`src/pnp_cfg_pkg.sv`:
```
// Constants, types and register map of the plug-and-play configuration bank.
// Assumes an 8-bit register port clocked by mclk with synchronous reset.
package pnp_cfg_pkg;

  // ************************************************************
  // Register indices
  // ************************************************************
  localparam logic [7:0] ADDR_READ_PORT   = 8'h00;
  localparam logic [7:0] ADDR_ISOLATION   = 8'h01;
  localparam logic [7:0] ADDR_CFG_CONTROL = 8'h02;
  localparam logic [7:0] ADDR_WAKE        = 8'h03;
  localparam logic [7:0] ADDR_RES_BYTE    = 8'h04;
  localparam logic [7:0] ADDR_RES_STATUS  = 8'h05;
  localparam logic [7:0] ADDR_CSN         = 8'h06;
  localparam logic [7:0] ADDR_LDN         = 8'h07;
  localparam logic [7:0] ADDR_ACTIVATE    = 8'h30;
  localparam logic [7:0] ADDR_RANGE       = 8'h31;
  localparam logic [7:0] ADDR_ROM_BASE_H  = 8'h40;
  localparam logic [7:0] ADDR_ROM_BASE_L  = 8'h41;
  localparam logic [7:0] ADDR_ROM_CTRL    = 8'h42;
  localparam logic [7:0] ADDR_ROM_SIZE_H  = 8'h43;
  localparam logic [7:0] ADDR_ROM_SIZE_L  = 8'h44;
  localparam logic [7:0] ADDR_MEM_BASE_H  = 8'h48;
  localparam logic [7:0] ADDR_MEM_BASE_L  = 8'h49;
  localparam logic [7:0] ADDR_MEM_CTRL    = 8'h4a;
  localparam logic [7:0] ADDR_MEM_SIZE_H  = 8'h4b;
  localparam logic [7:0] ADDR_MEM_SIZE_L  = 8'h4c;
  localparam logic [7:0] ADDR_IO_BASE_H   = 8'h60;
  localparam logic [7:0] ADDR_IO_BASE_L   = 8'h61;
  localparam logic [7:0] ADDR_IRQ_LEVEL   = 8'h70;
  localparam logic [7:0] ADDR_IRQ_TYPE    = 8'h71;
  localparam logic [7:0] ADDR_DMA         = 8'h74;
  localparam logic [7:0] ADDR_VENDOR      = 8'hf0;

  // ************************************************************
  // Field positions and constant read bits
  // ************************************************************
  localparam int          BIT_RST_ALL   = 0;
  localparam int          BIT_WAIT_KEY  = 1;
  localparam int          BIT_CLR_CSN   = 2;
  localparam int          BIT_WIDE      = 1;
  localparam logic [7:0]  IO_HIGH_ONES  = 8'h02;
  localparam logic [7:0]  BASE_HIGH_ONE = 8'h0c;
  localparam logic [7:0]  SIZE_HIGH_ONE = 8'hfe;
  localparam logic [4:0]  VENDOR_RESET  = 5'h00;
  localparam logic [3:0]  IRQ_RESET     = 4'h3;
  localparam logic [2:0]  DMA_RESET     = 3'h3;
  localparam logic [3:0]  SEL_RESET     = 4'h0;
  localparam logic [7:0]  CSN_RESET     = 8'h00;

  // ************************************************************
  // Image layout
  // ************************************************************
  localparam logic [6:0]  WORD_RES_FIRST = 7'h10;
  localparam logic [6:0]  WORD_VENDOR    = 7'h19;
  localparam logic [6:0]  WORD_SUM_LAST  = 7'h1a;
  localparam logic [6:0]  WORD_SUM16     = 7'h06;
  localparam logic [6:0]  WORD_SUM16_END = 7'h05;
  localparam logic [6:0]  WORD_SUM16_ADD = 7'h07;
  localparam int          SUM_BYTES      = 54;

  typedef enum logic [1:0] {
    ST_WAIT_KEY = 2'b00,
    ST_SLEEP    = 2'b01,
    ST_ISOLATE  = 2'b11,
    ST_CONFIG   = 2'b10
  } pnp_state_e;

  typedef struct packed {
    logic [6:0]  addr;
    logic [15:0] data;
    logic        valid;
  } image_word_s;

  typedef struct packed {
    logic        active;
    logic [3:0]  io_base;
    logic [3:0]  irq_sel;
    logic        irq_level_mode;
    logic [2:0]  dma_sel;
    logic [3:0]  rom_base;
    logic [3:0]  rom_size;
    logic        rom_wide;
    logic [3:0]  mem_base;
    logic [3:0]  mem_size;
    logic        mem_wide;
    logic [4:0]  vendor;
  } resource_cfg_s;

  // Undoes the bit-reversed storage of an image word.
  function automatic logic [15:0] bit_reverse16(input logic [15:0] w);
    logic [15:0] r;
    r = '0;
    for (int i = 0; i < 16; i++) begin
      r[i] = w[15-i];
    end
    return r;
  endfunction : bit_reverse16

  // Places bits 2:0 of a 4-bit select into a low-register image at bits 7:5.
  function automatic logic [7:0] low_part(input logic [3:0] f);
    return {f[2:0], 5'h00};
  endfunction : low_part

endpackage : pnp_cfg_pkg

```
`src/pnp_config_register_bank.sv`:
```
// Plug-and-play card-control and logical-device resource registers.
// Assumes an image-word stream from an EEPROM reader and a resource byte feeder.
//
// What this block does
// (RL1) The 8-bit checksum covers image words 0 to 0x1a, the first 54 bytes.
// (RL2) The 16-bit checksum in word 6 covers words 0 to 5 plus word 7.
// (RL3) Word 0x19 holds the vendor byte low and the 8-bit checksum high.
// (RL4) Writing the clear-number command bit clears the card select number.
// (RL5) Writing the wait-key command bit returns the state machine to wait-for-key.
// (RL6) Writing the reset-all command bit resets every logical device.
// (RL7) A wake write matching the card select number wakes the card.
// (RL8) The resource byte register returns the next pending fetched byte.
// (RL9) Status bit 0 reports that a resource byte is available.
// (RL10) The read-data port address written by the host is kept and used.
// (RL11) The isolation register takes part in serial isolation.
// (RL12) The card select number is held readable and writable.
// (RL13) Activation bit 0 enables the logical device; clearing it disables it.
// (RL14) Range-check bits 1:0 enable the range check; other bits read zero.
// (RL15) I/O base select splits high bit 0 and low bits 7:5; high bit 1 reads one.
// (RL16) ROM base select splits likewise; high bits 3:2 read as ones.
// (RL17) ROM size splits likewise with high bits 7:1 ones; wide flag in control bit 1.
// (RL18) Shared memory base select splits likewise; high bits 3:2 read as ones.
// (RL19) Shared memory size splits likewise; wide flag in control bit 1.
// (RL20) Vendor byte holds five option bits 4:0; bits 7:5 read zero.
// (RL21) Interrupt polarity reads as the complement of the interrupt type bit.
// (RL22) The interrupt line is not driven until the activation bit is set.
// (RL23) Image words are stored bit-reversed and are reversed back on load.
// (RL24) Resource registers load from image words 0x10 to 0x19, low byte first.
//
// Implementation choice: the address-and-strobe port.
`timescale 1ns/1ps
module pnp_config_register_bank
  import pnp_cfg_pkg::*;
(
  input  wire logic          mclk,
  input  wire logic          rst,
  input  wire logic [7:0]    reg_addr,
  input  wire logic [7:0]    reg_wdata,
  input  wire logic          reg_wr,
  input  wire logic          reg_rd,
  output logic      [7:0]    reg_rdata,
  input  wire image_word_s   image_word,
  input  wire logic          image_done,
  input  wire logic          key_seen,
  input  wire logic          isolate_bit_in,
  input  wire logic [7:0]    res_byte_in,
  input  wire logic          res_byte_valid,
  output logic               res_byte_taken,
  input  wire logic          irq_event,
  output logic               irq_out,
  output logic               irq_oe,
  output logic [7:0]         read_port_addr,
  output pnp_state_e         pnp_state,
  output resource_cfg_s      cfg,
  output logic               checksum_ok,
  output logic               sum16_ok
);

  // ************************************************************
  // Register state
  // ************************************************************
  logic [7:0]    read_port_r;
  logic [7:0]    csn_r;
  pnp_state_e    state_r;
  logic          isolate_r;
  logic [7:0]    res_byte_r;
  logic          res_avail_r;
  logic [1:0]    range_r;
  resource_cfg_s cfg_r;
  logic [7:0]    sum8_r;
  logic [15:0]   sum16_r;
  logic [15:0]   sum16_stored_r;
  logic [7:0]    sum8_stored_r;
  logic          loaded_r;
  logic [15:0]   word_nat;
  logic          wr_ctl;
  logic          wr_wake;
  logic          rd_res;
  logic          rst_dev;
  logic          first_word;

  assign word_nat = bit_reverse16(image_word.data); // RL23
  assign wr_ctl   = reg_wr && (reg_addr == ADDR_CFG_CONTROL);
  assign wr_wake  = reg_wr && (reg_addr == ADDR_WAKE);
  assign rd_res   = reg_rd && (reg_addr == ADDR_RES_BYTE);
  assign rst_dev  = wr_ctl && reg_wdata[BIT_RST_ALL];
  // Word 0 opens a new image, so both sums restart there instead of adding to the last load.
  assign first_word = (image_word.addr == '0);

  // ************************************************************
  // Card control
  // ************************************************************
  always_ff @(posedge mclk) begin
    if (rst) begin
      read_port_r <= 8'h00;
    end else if (reg_wr && reg_addr == ADDR_READ_PORT) begin
      read_port_r <= reg_wdata; // RL10
    end
  end

  always_ff @(posedge mclk) begin
    if (rst) begin
      csn_r <= CSN_RESET;
    end else if (wr_ctl && reg_wdata[BIT_CLR_CSN]) begin
      csn_r <= CSN_RESET; // RL4
    end else if (reg_wr && reg_addr == ADDR_CSN) begin
      csn_r <= reg_wdata; // RL12
    end
  end

  always_ff @(posedge mclk) begin
    if (rst) begin
      state_r <= ST_WAIT_KEY;
    end else if (wr_ctl && reg_wdata[BIT_WAIT_KEY]) begin
      state_r <= ST_WAIT_KEY; // RL5
    end else begin
      unique case (state_r)
        ST_WAIT_KEY: if (key_seen) state_r <= ST_SLEEP;
        ST_SLEEP: begin
          if (wr_wake && reg_wdata == csn_r) begin
            state_r <= (csn_r == CSN_RESET) ? ST_ISOLATE : ST_CONFIG; // RL7
          end
        end
        ST_ISOLATE: begin
          if (reg_wr && reg_addr == ADDR_CSN) state_r <= ST_CONFIG;
          else if (wr_wake && reg_wdata != csn_r) state_r <= ST_SLEEP;
        end
        ST_CONFIG: if (wr_wake && reg_wdata != csn_r) state_r <= ST_SLEEP;
      endcase
    end
  end

  always_ff @(posedge mclk) begin
    if (rst) begin
      isolate_r <= 1'b0;
    end else if (state_r == ST_ISOLATE && reg_rd && reg_addr == ADDR_ISOLATION) begin
      isolate_r <= isolate_bit_in; // RL11
    end
  end

  // ************************************************************
  // Resource_byte
  // ************************************************************
  assign res_byte_taken = res_byte_valid && (!res_avail_r || rd_res);

  always_ff @(posedge mclk) begin
    if (rst) begin
      res_byte_r  <= 8'h00;
      res_avail_r <= 1'b0;
    end else if (res_byte_taken) begin
      res_byte_r  <= res_byte_in; // RL8
      res_avail_r <= 1'b1; // RL9
    end else if (rd_res) begin
      res_avail_r <= 1'b0; // RL9
    end
  end

  // ************************************************************
  // Logical device resources
  // ************************************************************
  always_ff @(posedge mclk) begin
    if (rst || rst_dev) begin // RL6
      range_r <= 2'b00;
    end else if (reg_wr && reg_addr == ADDR_RANGE) begin
      range_r <= reg_wdata[1:0]; // RL14
    end
  end

  always_ff @(posedge mclk) begin
    if (rst || rst_dev) begin // RL6
      cfg_r          <= '0;
      cfg_r.irq_sel  <= IRQ_RESET;
      cfg_r.dma_sel  <= DMA_RESET;
      cfg_r.vendor   <= VENDOR_RESET;
      cfg_r.io_base  <= SEL_RESET;
    end else if (image_word.valid) begin
      unique case (image_word.addr) // RL24
        WORD_RES_FIRST: begin
          cfg_r.io_base <= {word_nat[0], word_nat[15:13]};
        end
        7'h11: begin
          cfg_r.irq_sel        <= word_nat[3:0];
          cfg_r.irq_level_mode <= word_nat[8];
        end
        7'h12: cfg_r.dma_sel <= word_nat[2:0];
        7'h13: cfg_r.rom_base <= {word_nat[0], word_nat[15:13]};
        7'h14: begin
          cfg_r.rom_wide    <= word_nat[BIT_WIDE];
          cfg_r.rom_size[3] <= word_nat[8];
        end
        7'h15: cfg_r.rom_size[2:0] <= word_nat[7:5];
        7'h16: cfg_r.mem_base <= {word_nat[0], word_nat[15:13]};
        7'h17: begin
          cfg_r.mem_wide    <= word_nat[BIT_WIDE];
          cfg_r.mem_size[3] <= word_nat[8];
        end
        7'h18: cfg_r.mem_size[2:0] <= word_nat[7:5];
        WORD_VENDOR: cfg_r.vendor <= word_nat[4:0]; // RL3
        default: ;
      endcase
    end else if (reg_wr) begin
      unique case (reg_addr)
        ADDR_ACTIVATE:   cfg_r.active <= reg_wdata[0]; // RL13
        ADDR_IO_BASE_H:  cfg_r.io_base[3] <= reg_wdata[0]; // RL15
        ADDR_IO_BASE_L:  cfg_r.io_base[2:0] <= reg_wdata[7:5]; // RL15
        ADDR_IRQ_LEVEL:  cfg_r.irq_sel <= reg_wdata[3:0];
        ADDR_IRQ_TYPE:   cfg_r.irq_level_mode <= reg_wdata[0];
        ADDR_DMA:        cfg_r.dma_sel <= reg_wdata[2:0];
        ADDR_ROM_BASE_H: cfg_r.rom_base[3] <= reg_wdata[0]; // RL16
        ADDR_ROM_BASE_L: cfg_r.rom_base[2:0] <= reg_wdata[7:5]; // RL16
        ADDR_ROM_CTRL:   cfg_r.rom_wide <= reg_wdata[BIT_WIDE]; // RL17
        ADDR_ROM_SIZE_H: cfg_r.rom_size[3] <= reg_wdata[0]; // RL17
        ADDR_ROM_SIZE_L: cfg_r.rom_size[2:0] <= reg_wdata[7:5]; // RL17
        ADDR_MEM_BASE_H: cfg_r.mem_base[3] <= reg_wdata[0]; // RL18
        ADDR_MEM_BASE_L: cfg_r.mem_base[2:0] <= reg_wdata[7:5]; // RL18
        ADDR_MEM_CTRL:   cfg_r.mem_wide <= reg_wdata[BIT_WIDE]; // RL19
        ADDR_MEM_SIZE_H: cfg_r.mem_size[3] <= reg_wdata[0]; // RL19
        ADDR_MEM_SIZE_L: cfg_r.mem_size[2:0] <= reg_wdata[7:5]; // RL19
        ADDR_VENDOR:     cfg_r.vendor <= reg_wdata[4:0]; // RL20
        default: ;
      endcase
    end
  end

  // ************************************************************
  // Image checksums
  // ************************************************************
  always_ff @(posedge mclk) begin
    if (rst) begin
      sum8_r         <= 8'h00;
      sum16_r        <= 16'h0000;
      sum16_stored_r <= 16'h0000;
      sum8_stored_r  <= 8'h00;
      loaded_r       <= 1'b0;
    end else if (image_word.valid) begin
      loaded_r <= 1'b0;
      if (image_word.addr <= WORD_SUM_LAST) begin
        if (image_word.addr == WORD_VENDOR) begin
          sum8_stored_r <= word_nat[15:8]; // RL3
        end
        sum8_r <= (first_word ? 8'h00 : sum8_r) + word_nat[7:0] + word_nat[15:8]; // RL1
      end
      if (image_word.addr <= WORD_SUM16_END || image_word.addr == WORD_SUM16_ADD) begin
        sum16_r <= (first_word ? 16'h0000 : sum16_r) + word_nat; // RL2
      end
      if (image_word.addr == WORD_SUM16) begin
        sum16_stored_r <= word_nat; // RL2
      end
    end else if (image_done) begin
      loaded_r <= 1'b1;
    end
  end

  assign checksum_ok = loaded_r && (sum8_r == 8'h00); // RL1
  assign sum16_ok    = loaded_r && (sum16_r == sum16_stored_r); // RL2

  // ************************************************************
  // Interrupt pin
  // ************************************************************
  always_ff @(posedge mclk) begin
    if (rst) begin
      irq_out <= 1'b0;
      irq_oe  <= 1'b0;
    end else begin
      irq_oe  <= cfg_r.active; // RL22
      irq_out <= cfg_r.irq_level_mode ? !irq_event : irq_event; // RL21
    end
  end

  // ************************************************************
  // Read data
  // ************************************************************
  always_ff @(posedge mclk) begin
    if (rst) begin
      reg_rdata <= 8'h00;
    end else if (reg_rd) begin
      unique case (reg_addr)
        ADDR_ISOLATION:  reg_rdata <= {7'h00, isolate_bit_in}; // RL11
        ADDR_RES_BYTE:   reg_rdata <= res_byte_r; // RL8
        ADDR_RES_STATUS: reg_rdata <= {7'h00, res_avail_r}; // RL9
        ADDR_CSN:        reg_rdata <= csn_r; // RL12
        ADDR_ACTIVATE:   reg_rdata <= {7'h00, cfg_r.active}; // RL13
        ADDR_RANGE:      reg_rdata <= {6'h00, range_r}; // RL14
        ADDR_IO_BASE_H:  reg_rdata <= IO_HIGH_ONES | {7'h00, cfg_r.io_base[3]}; // RL15
        ADDR_IO_BASE_L:  reg_rdata <= low_part(cfg_r.io_base); // RL15
        ADDR_IRQ_LEVEL:  reg_rdata <= {4'h0, cfg_r.irq_sel};
        ADDR_IRQ_TYPE:   reg_rdata <= {6'h00, !cfg_r.irq_level_mode,
                                       cfg_r.irq_level_mode}; // RL21
        ADDR_DMA:        reg_rdata <= {5'h00, cfg_r.dma_sel};
        ADDR_ROM_BASE_H: reg_rdata <= BASE_HIGH_ONE | {7'h00, cfg_r.rom_base[3]}; // RL16
        ADDR_ROM_BASE_L: reg_rdata <= low_part(cfg_r.rom_base); // RL16
        ADDR_ROM_CTRL:   reg_rdata <= {6'h00, cfg_r.rom_wide, 1'b0}; // RL17
        ADDR_ROM_SIZE_H: reg_rdata <= SIZE_HIGH_ONE | {7'h00, cfg_r.rom_size[3]}; // RL17
        ADDR_ROM_SIZE_L: reg_rdata <= low_part(cfg_r.rom_size); // RL17
        ADDR_MEM_BASE_H: reg_rdata <= BASE_HIGH_ONE | {7'h00, cfg_r.mem_base[3]}; // RL18
        ADDR_MEM_BASE_L: reg_rdata <= low_part(cfg_r.mem_base); // RL18
        ADDR_MEM_CTRL:   reg_rdata <= {6'h00, cfg_r.mem_wide, 1'b0}; // RL19
        ADDR_MEM_SIZE_H: reg_rdata <= SIZE_HIGH_ONE | {7'h00, cfg_r.mem_size[3]}; // RL19
        ADDR_MEM_SIZE_L: reg_rdata <= low_part(cfg_r.mem_size); // RL19
        ADDR_VENDOR:     reg_rdata <= {3'h0, cfg_r.vendor}; // RL20
        default:         reg_rdata <= 8'h00;
      endcase
    end
  end

  assign read_port_addr = read_port_r; // RL10
  assign pnp_state      = state_r;
  assign cfg            = cfg_r;

  // ************************************************************
  // Assertions
  // ************************************************************
  a_clear_csn_zero: assert property (@(posedge mclk) disable iff (rst) // RL4
    (reg_wr && reg_addr == ADDR_CFG_CONTROL && reg_wdata[BIT_CLR_CSN]) |=> csn_r == 8'h00)
    else $error("card select number not cleared");
  a_wait_key_back: assert property (@(posedge mclk) disable iff (rst) // RL5
    (reg_wr && reg_addr == ADDR_CFG_CONTROL && reg_wdata[BIT_WAIT_KEY])
    |=> state_r == ST_WAIT_KEY)
    else $error("state not returned to wait for key");
  a_reset_all_dev: assert property (@(posedge mclk) disable iff (rst) // RL6
    (reg_wr && reg_addr == ADDR_CFG_CONTROL && reg_wdata[BIT_RST_ALL])
    |=> !cfg_r.active && range_r == 2'b00)
    else $error("logical device not reset");
  a_wake_match: assert property (@(posedge mclk) disable iff (rst) // RL7
    (state_r == ST_SLEEP && !wr_ctl && wr_wake && reg_wdata == csn_r) |=> state_r != ST_SLEEP)
    else $error("wake on matching number failed");
  a_status_avail: assert property (@(posedge mclk) disable iff (rst) // RL9
    (reg_rd && reg_addr == ADDR_RES_STATUS) |=> reg_rdata[0] == $past(res_avail_r))
    else $error("status bit wrong");
  a_polarity_comp: assert property (@(posedge mclk) disable iff (rst) // RL21
    (reg_rd && reg_addr == ADDR_IRQ_TYPE) |=> reg_rdata[1] == !reg_rdata[0])
    else $error("polarity not complement of type");
  a_irq_quiet_off: assert property (@(posedge mclk) disable iff (rst) // RL22
    !cfg_r.active [*2] |-> !irq_oe)
    else $error("interrupt driven while inactive");
  a_io_high_ones: assert property (@(posedge mclk) disable iff (rst) // RL15
    (reg_rd && reg_addr == ADDR_IO_BASE_H) |=> reg_rdata[7:1] == 7'h01)
    else $error("io base high constant bits wrong");
  a_vendor_upper: assert property (@(posedge mclk) disable iff (rst) // RL20
    (reg_rd && reg_addr == ADDR_VENDOR) |=> reg_rdata[7:5] == 3'h0)
    else $error("vendor upper bits not zero");
  a_read_port_kept: assert property (@(posedge mclk) disable iff (rst) // RL10
    (reg_wr && reg_addr == ADDR_READ_PORT) |=> read_port_addr == $past(reg_wdata))
    else $error("read port address not kept");

  c_wake_config: cover property (@(posedge mclk) state_r == ST_SLEEP ##1 state_r == ST_CONFIG);
  c_res_read: cover property (@(posedge mclk) res_avail_r && rd_res);
  c_image_ok: cover property (@(posedge mclk) checksum_ok);
  c_active_irq: cover property (@(posedge mclk) irq_oe);

endmodule : pnp_config_register_bank

```
`config.mk`:
```
export PLATFORM = sky130hd
export DESIGN_NAME = pnp_config_register_bank
export DESIGN_NICKNAME = d
export VERILOG_FILES = /design/src/pnp_cfg_pkg.sv /design/src/pnp_config_register_bank.sv
export SDC_FILE = /design/constraint.sdc
export NUM_CORES = 1
export LEC_CHECK = 0
export BUFFER_PORTS_ARGS = -buffer_cell sky130_fd_sc_hd__buf_2
export CORE_MARGIN = 1.5
export CORE_UTILIZATION = 45
export DETAILED_ROUTE_END_ITERATION = 10
export PLACE_DENSITY = 0.72
export SLEW_MARGIN = 10
export SYNTH_ARGS = -nofsm -noshare
export SYNTH_HDL_FRONTEND = slang
export SYNTH_SLANG_ARGS = --single-unit
```
`constraint.sdc`:
```
create_clock -name mclk -period 5.4 [get_ports mclk]
set_input_delay 1.08 -clock mclk [delete_from_list [all_inputs] [get_ports mclk]]
set_output_delay 1.08 -clock mclk [all_outputs]
set_load 0.005 [all_outputs]
```
### Word level (Yosys, flattened, before mapping)

Index checks and enable logic that the tools add are counted.

* add/subtract/negate cells: 3
* equal/unequal tests: 54
* bitwise logic cells: 1
* magnitude comparators: 2
* multiplexer cells: 42
* reductions and logical operators: 67

Operators with widths (number)
* $pmux 8 s22: 1
* $eq 8x7->1 const B: 15
* $eq 7x5->1 const B: 10
* $mux 35: 2
* $reduce_and 3->1: 17
* $reduce_bool 2->1: 18
* $mux 3: 9
* $eq 8x3->1 const B: 3
* $logic_not 8->1: 3
* $ne 2x1->1 const B: 10
* $add 16x16->16: 1
* $add 8x8->8: 2
* $eq 16x16->1: 1
* $eq 8x2->1 const B: 2
* $eq 8x6->1 const B: 2
* $mux 1: 16
* $mux 16: 1
* $mux 4: 4
* $mux 5: 3
* $eq 7x3->1 const B: 2
* $logic_and 1x1->1: 14
* $eq 8x1->1 const B: 1
* $eq 8x8->1: 1
* $eq 8x8->1 const B: 1
* 16 further kinds: 30

* bits of input ports: 57
* word-level logic and storage cells: 199
* register bits: 116

### Logic depth before layout (Yosys ltp)

* depth after elaboration: 6
* depth in mapped cells: 15
* mapped depth without buffers: 13

### Worst setup path before layout

No wires, ideal clock.

* path type: input to register
* from: input image_word[18] in the netlist's numbering
* to: register sum8_r[7]
* setup time: 135 ps
* stages: 13
* required time: 5265 ps
* arrival: 3912 ps
* setup slack: 1353 ps
* cell sequence: buf_6 nor3_1 nand2_2 clkbuf_1 and2_1 fa_1 fa_1 a211oi_1 o21bai_1 a21oi_1 nor3_1 a21oi_1 a31oi_1

* word-level cells in the longest chain between the ends: 4
* elaborated cells between the ends (all ways): 6
* classes of those cells: add/sub: 2; order compare: 1; mux: 1; reduce/logical: 2

RTL lines
* from (decl): line pnp_config_register_bank.sv:42 `input wire image_word_s image_word,`
* $logic_not 7->1: line pnp_config_register_bank.sv:88 `assign first_word = (image_word.addr == '0);`
* $mux 8: line pnp_config_register_bank.sv:241 `sum8_r <= (first_word ? 8'h00 : sum8_r) + word_nat[7:0] + word_nat[15:8];`
* $add 8x8->8 (2 in a row): line pnp_config_register_bank.sv:241
* to (signal assigned): line pnp_config_register_bank.sv:241
* to (decl): line pnp_config_register_bank.sv:70 `logic [7:0] sum8_r;`

Several ways; a longest one is shown, not always the timed one.
A chain may end at the register's enable or synchronous reset.

### Worst setup path in the final report

* from: input reg_addr[2]
* to: output res_byte_taken

* word-level cells in the longest chain between the ends: 4

RTL lines
* from (decl): line pnp_config_register_bank.sv:37 `input wire logic [7:0] reg_addr,`
* $eq 8x3->1: line pnp_config_register_bank.sv:85 `assign rd_res = reg_rd && (reg_addr == ADDR_RES_BYTE);`
* $logic_and 1x1->1: line pnp_config_register_bank.sv:85
* $logic_or 1x1->1: line pnp_config_register_bank.sv:144 `assign res_byte_taken = res_byte_valid && (!res_avail_r || rd_res);`
* $logic_and 1x1->1: line pnp_config_register_bank.sv:144
* to (decl): line pnp_config_register_bank.sv:48 `output logic res_byte_taken,`

Every way passes these cells.

==> metrics list <==
- Outcome: complete, no violations
- For this design the ratio of total power to cell area is 282 nW/um2.
- Post-CTS Setup Inserts: 0
- The final layout contains 1,038 nets.
* Critical Setup Path Class: in2out
- DP Wirelength: 15.6 mm
* Post-Synthesis Cells: 859
- Counting distinct cell types in the post-synthesis netlist gives 86.
* Post-layout total power: 2370 uW
* Number of synthesized flops with an enable pin: 0
- Setup crit end kind: output pin
* Worst Reg-to-Reg Cells: 11
- Instance count along the most critical hold path: 2
* Arrival time of the worst setup path: 2.96 ns
- The portion of synthesized area spent on multiplexers is 8.33%.
* Time the worst path needs with I/O delays and setup: 4.04 ns
- Maximum number of pins on one net before global-route repair: 67
- Clock buffers created by TritonCTS: 17
- The first detailed-routing pass ran for 5 iterations.
- Worst setup SP type: primary input
- Number of buffers added to fix hold violations after cts: 0
- After floorplanning, the core was divided into 45 placement rows.
* Top Ports: 116
* Signed area change from the synthesized netlist to the final layout: 17.4%
- Combinational share of power: 11.1%
- Chip height: 129 um
- Sequential elements use 32.5% of the synthesized area.
* Cells resized by post-CTS repair: 0
- Static power due to leakage: 0.00364 uW
* XOR/XNOR share of the synthesized area: 5.02%
- When the netlist entered floorplanning its net count stood at 946.
* Worst min-delay path category: reg2reg
- Number of global-route vias before repair: 6,027
* Synthesized-area fraction occupied by and/or/nand/nor cells: 25.9%
* Placer Congestion: 0.905
* Number of antenna violations at the first check in global routing: 0
- Internal power contribution: 1750 uW
* Synthesized area per cell: 8.32 um2
* Die Footprint: 16,600 um2
- Synth area leader: sky130_fd_sc_hd__dfxtp_1
- The number of antenna diodes in the final layout is 0.
- Most numerous cell types in the synthesized netlist: sky130_fd_sc_hd__nand2_1, sky130_fd_sc_hd__dfxtp_1, sky130_fd_sc_hd__nor2_1, sky130_fd_sc_hd__a21oi_1, sky130_fd_sc_hd__mux2i_1
* Total congestion overflow after global routing: 0
- In the routed layout, each cell is associated on average with a via count of 5.63.
- Largest vdd supply drop: 0.268 mV
* Seq cells post-synth: 116
- Number of antenna-violating nets in the routed design: 0
- Share of post-route cells with drive strength above 1: 19.5%
- Summing the areas of all compound-gate instances in the mapped netlist gives 17.5% of the synthesized area.
- Based on the critical path, the design can be clocked at up to 247 MHz.
* TritonCTS Sinks: 116
- Number of max-capacitance violations reported: 0
- Buffer type at the clock tree root: sky130_fd_sc_hd__clkbuf_16
- In this run the worst path has a maximum fanout of 19.
* Data required, critical path: 4.32 ns
* First-pass GRT wire length: 32.3 mm
- Post-synthesis instance area: 7150 um2
- The share of synthesized area in the top cell type comes to 32.5%.
- Wires add up to 20.8 mm.
* Final setup violating endpoints: 0
- Predominant post-synthesis flop cell: sky130_fd_sc_hd__dfxtp_1
- Yosys attributes the largest share of cell area to sky130_fd_sc_hd__dfxtp_1, sky130_fd_sc_hd__mux2i_1, sky130_fd_sc_hd__nand2_1, sky130_fd_sc_hd__nor2_1, sky130_fd_sc_hd__a21oi_1.
- Core footprint: 15,400 um2
* Switching share of total power: 25.9%
- Combinational family with the most area after synthesis: simple AND/OR/NAND/NOR gates
- In the global route stage, overall resource usage came out at 25.3%.
- Clock H-tree levels: 4
- The Yosys step of the flow raised 0 warnings.
* Post-detailed-route DRC marker count: 0
- During placement, the flow inserted port buffers numbering 115.
- Sum Neg Setup Slack: 0 ns
* Period Utilization, post-route: 74.8%
- RSZ-0062 raised after global routing: no
- Clock latency of the later-clocked register in the worst-skew pair: 0.43 ns
- Initial DRC Count: 560
- Counting flops with an async set or reset pin after synthesis yields a share of 0%.
- Initial Utilization: 46.5%
- Fill cells in the final layout number 1,429.
- Per report_power, the clock group accounts for 51.8% of the total.
* Final hold violation count: 0
- The die is 129 um wide.
- Detail-routed net length per standard cell: 17.7 um
- The clock arrives with 0.0103 ns of skew.
- Switching power of the nets: 614 uW
* Part of the power in registers: 37.1%
- Yosys instantiated no cell more often than sky130_fd_sc_hd__nand2_1.
* TritonCTS clock tree: done
- The longest clock path from root to sink contains 2 buffers.
- The final max-slew violation count is 0.
* Post-Synth Adder-Cell Area: 6.20%
- Clock-pin slew was measured on the worst setup and hold paths at 0.06 ns.
- Slew headroom: 22.5%
* Transition time at the pin with the least slew margin: 1.16 ns
- Across all layers, the routed design uses 6,618 vias.
[final cells by class]
class                           count  area, um2  share of cell area [%]
Sequential cell                   116       2320                    27.7
Clock inverter                     14        199                    2.37
Tap cell                          211        264                    3.15
Inverter                           19       71.3                   0.850
Timing Repair Buffer              118        598                    7.13
Clock buffer                       18        439                    5.23
Multi-Input combinational cell    679       4500                    53.6
[flip-flops by register name, summed over array words and instances, names as in the netlist]
register and cells:
read_port_addr 8, irq_oe 1, pnp_state 2, sum16_stored_r 16
range_r 2, cfg 36, csn_r 8, sum16_r 16
sum8_r 8, loaded_r 1, reg_rdata 8, res_avail_r 1
res_byte_r 8, irq_out 1
[logic make-up after synthesis]
kind of cell / Yosys count
buffers and inverters: 64
AND/OR/NAND/NOR: 363
multiplexers: 59
AO/OA/AOI/OAI: 186
flip-flops: 116
adder cells (fa/ha/maj): 30
XOR/XNOR: 41
[power groups by stage]
stage                     Clock [uW]  Combinational [uW]  Sequential [uW]
final                           1230                 262              880
after global routing            1280                 288              881
after CTS                       1230                 260              880
after detailed placement           0                 259              898
after global placement             0                 255              898
after floorplan                    0                 182              894
[critical path, stage by stage]
cell                       delay, ns
sky130_fd_sc_hd__buf_2          0.34
sky130_fd_sc_hd__nor4b_4        0.41
sky130_fd_sc_hd__and2_1         0.37
sky130_fd_sc_hd__a21boi_1       0.13
sky130_fd_sc_hd__nand2b_1       0.39
sky130_fd_sc_hd__inv_1          0.12
sky130_fd_sc_hd__buf_2          0.12
[cell usage in the layout, fill, tap and decap left out, types with 15 or more instances in the layout]
master | Yosys | routed
sky130_fd_sc_hd__and2_1 | 23 | 23
sky130_fd_sc_hd__mux2i_1 | 55 | 55
sky130_fd_sc_hd__nand3_1 | 30 | 30
sky130_fd_sc_hd__ha_1 | 21 | 21
sky130_fd_sc_hd__clkbuf_16 | 0 | 17
sky130_fd_sc_hd__dfxtp_1 | 116 | 116
sky130_fd_sc_hd__xor2_1 | 15 | 15
sky130_fd_sc_hd__buf_2 | 14 | 115
sky130_fd_sc_hd__nand2_1 | 121 | 121
sky130_fd_sc_hd__inv_1 | 17 | 17
sky130_fd_sc_hd__xnor2_1 | 26 | 26
sky130_fd_sc_hd__a21oi_1 | 72 | 72
sky130_fd_sc_hd__nor2_1 | 98 | 98
[layer usage]
metal / wire, um / global-route usage (%)
met4: 518 / 9.19
met2: 9090 / 38.6
met3: 1570 / 5.20
met5: 0 / 0
met1: 9650 / 35.5
[worst paths after layout]
kind | startpoint | endpoint | slack (ns)
max reg2reg | sum8_r[1]$_SDFFE_PP0P_ | sum8_r[7]$_SDFFE_PP0P_ | 2.63
min | reg_rdata[6]$_SDFFE_PP0P_ | reg_rdata[6]$_SDFFE_PP0P_ | 0.45
max | reg_addr[2] | res_byte_taken | 1.36
min reg2reg | reg_rdata[6]$_SDFFE_PP0P_ | reg_rdata[6]$_SDFFE_PP0P_ | 0.45
[per-stage QoR]
step / setup WS, ns / std cells / utilization, % / cell area, um2 / hold WS [ns]
floorplan: 1.35 / 859 / - / 7150 / 0.443
global placement: 1.08 / 1143 / 50.4 / 7750 / 0.440
detailed placement: 0.964 / 1143 / 50.4 / 7750 / 0.443
CTS: 1.38 / 1175 / 54.6 / 8390 / 0.452
global route: 1.14 / 1175 / 54.6 / 8390 / 0.472
finish: 1.36 / 1175 / 54.6 / 8390 / 0.453
No activity file was read; power rests on OpenSTA's default activity.
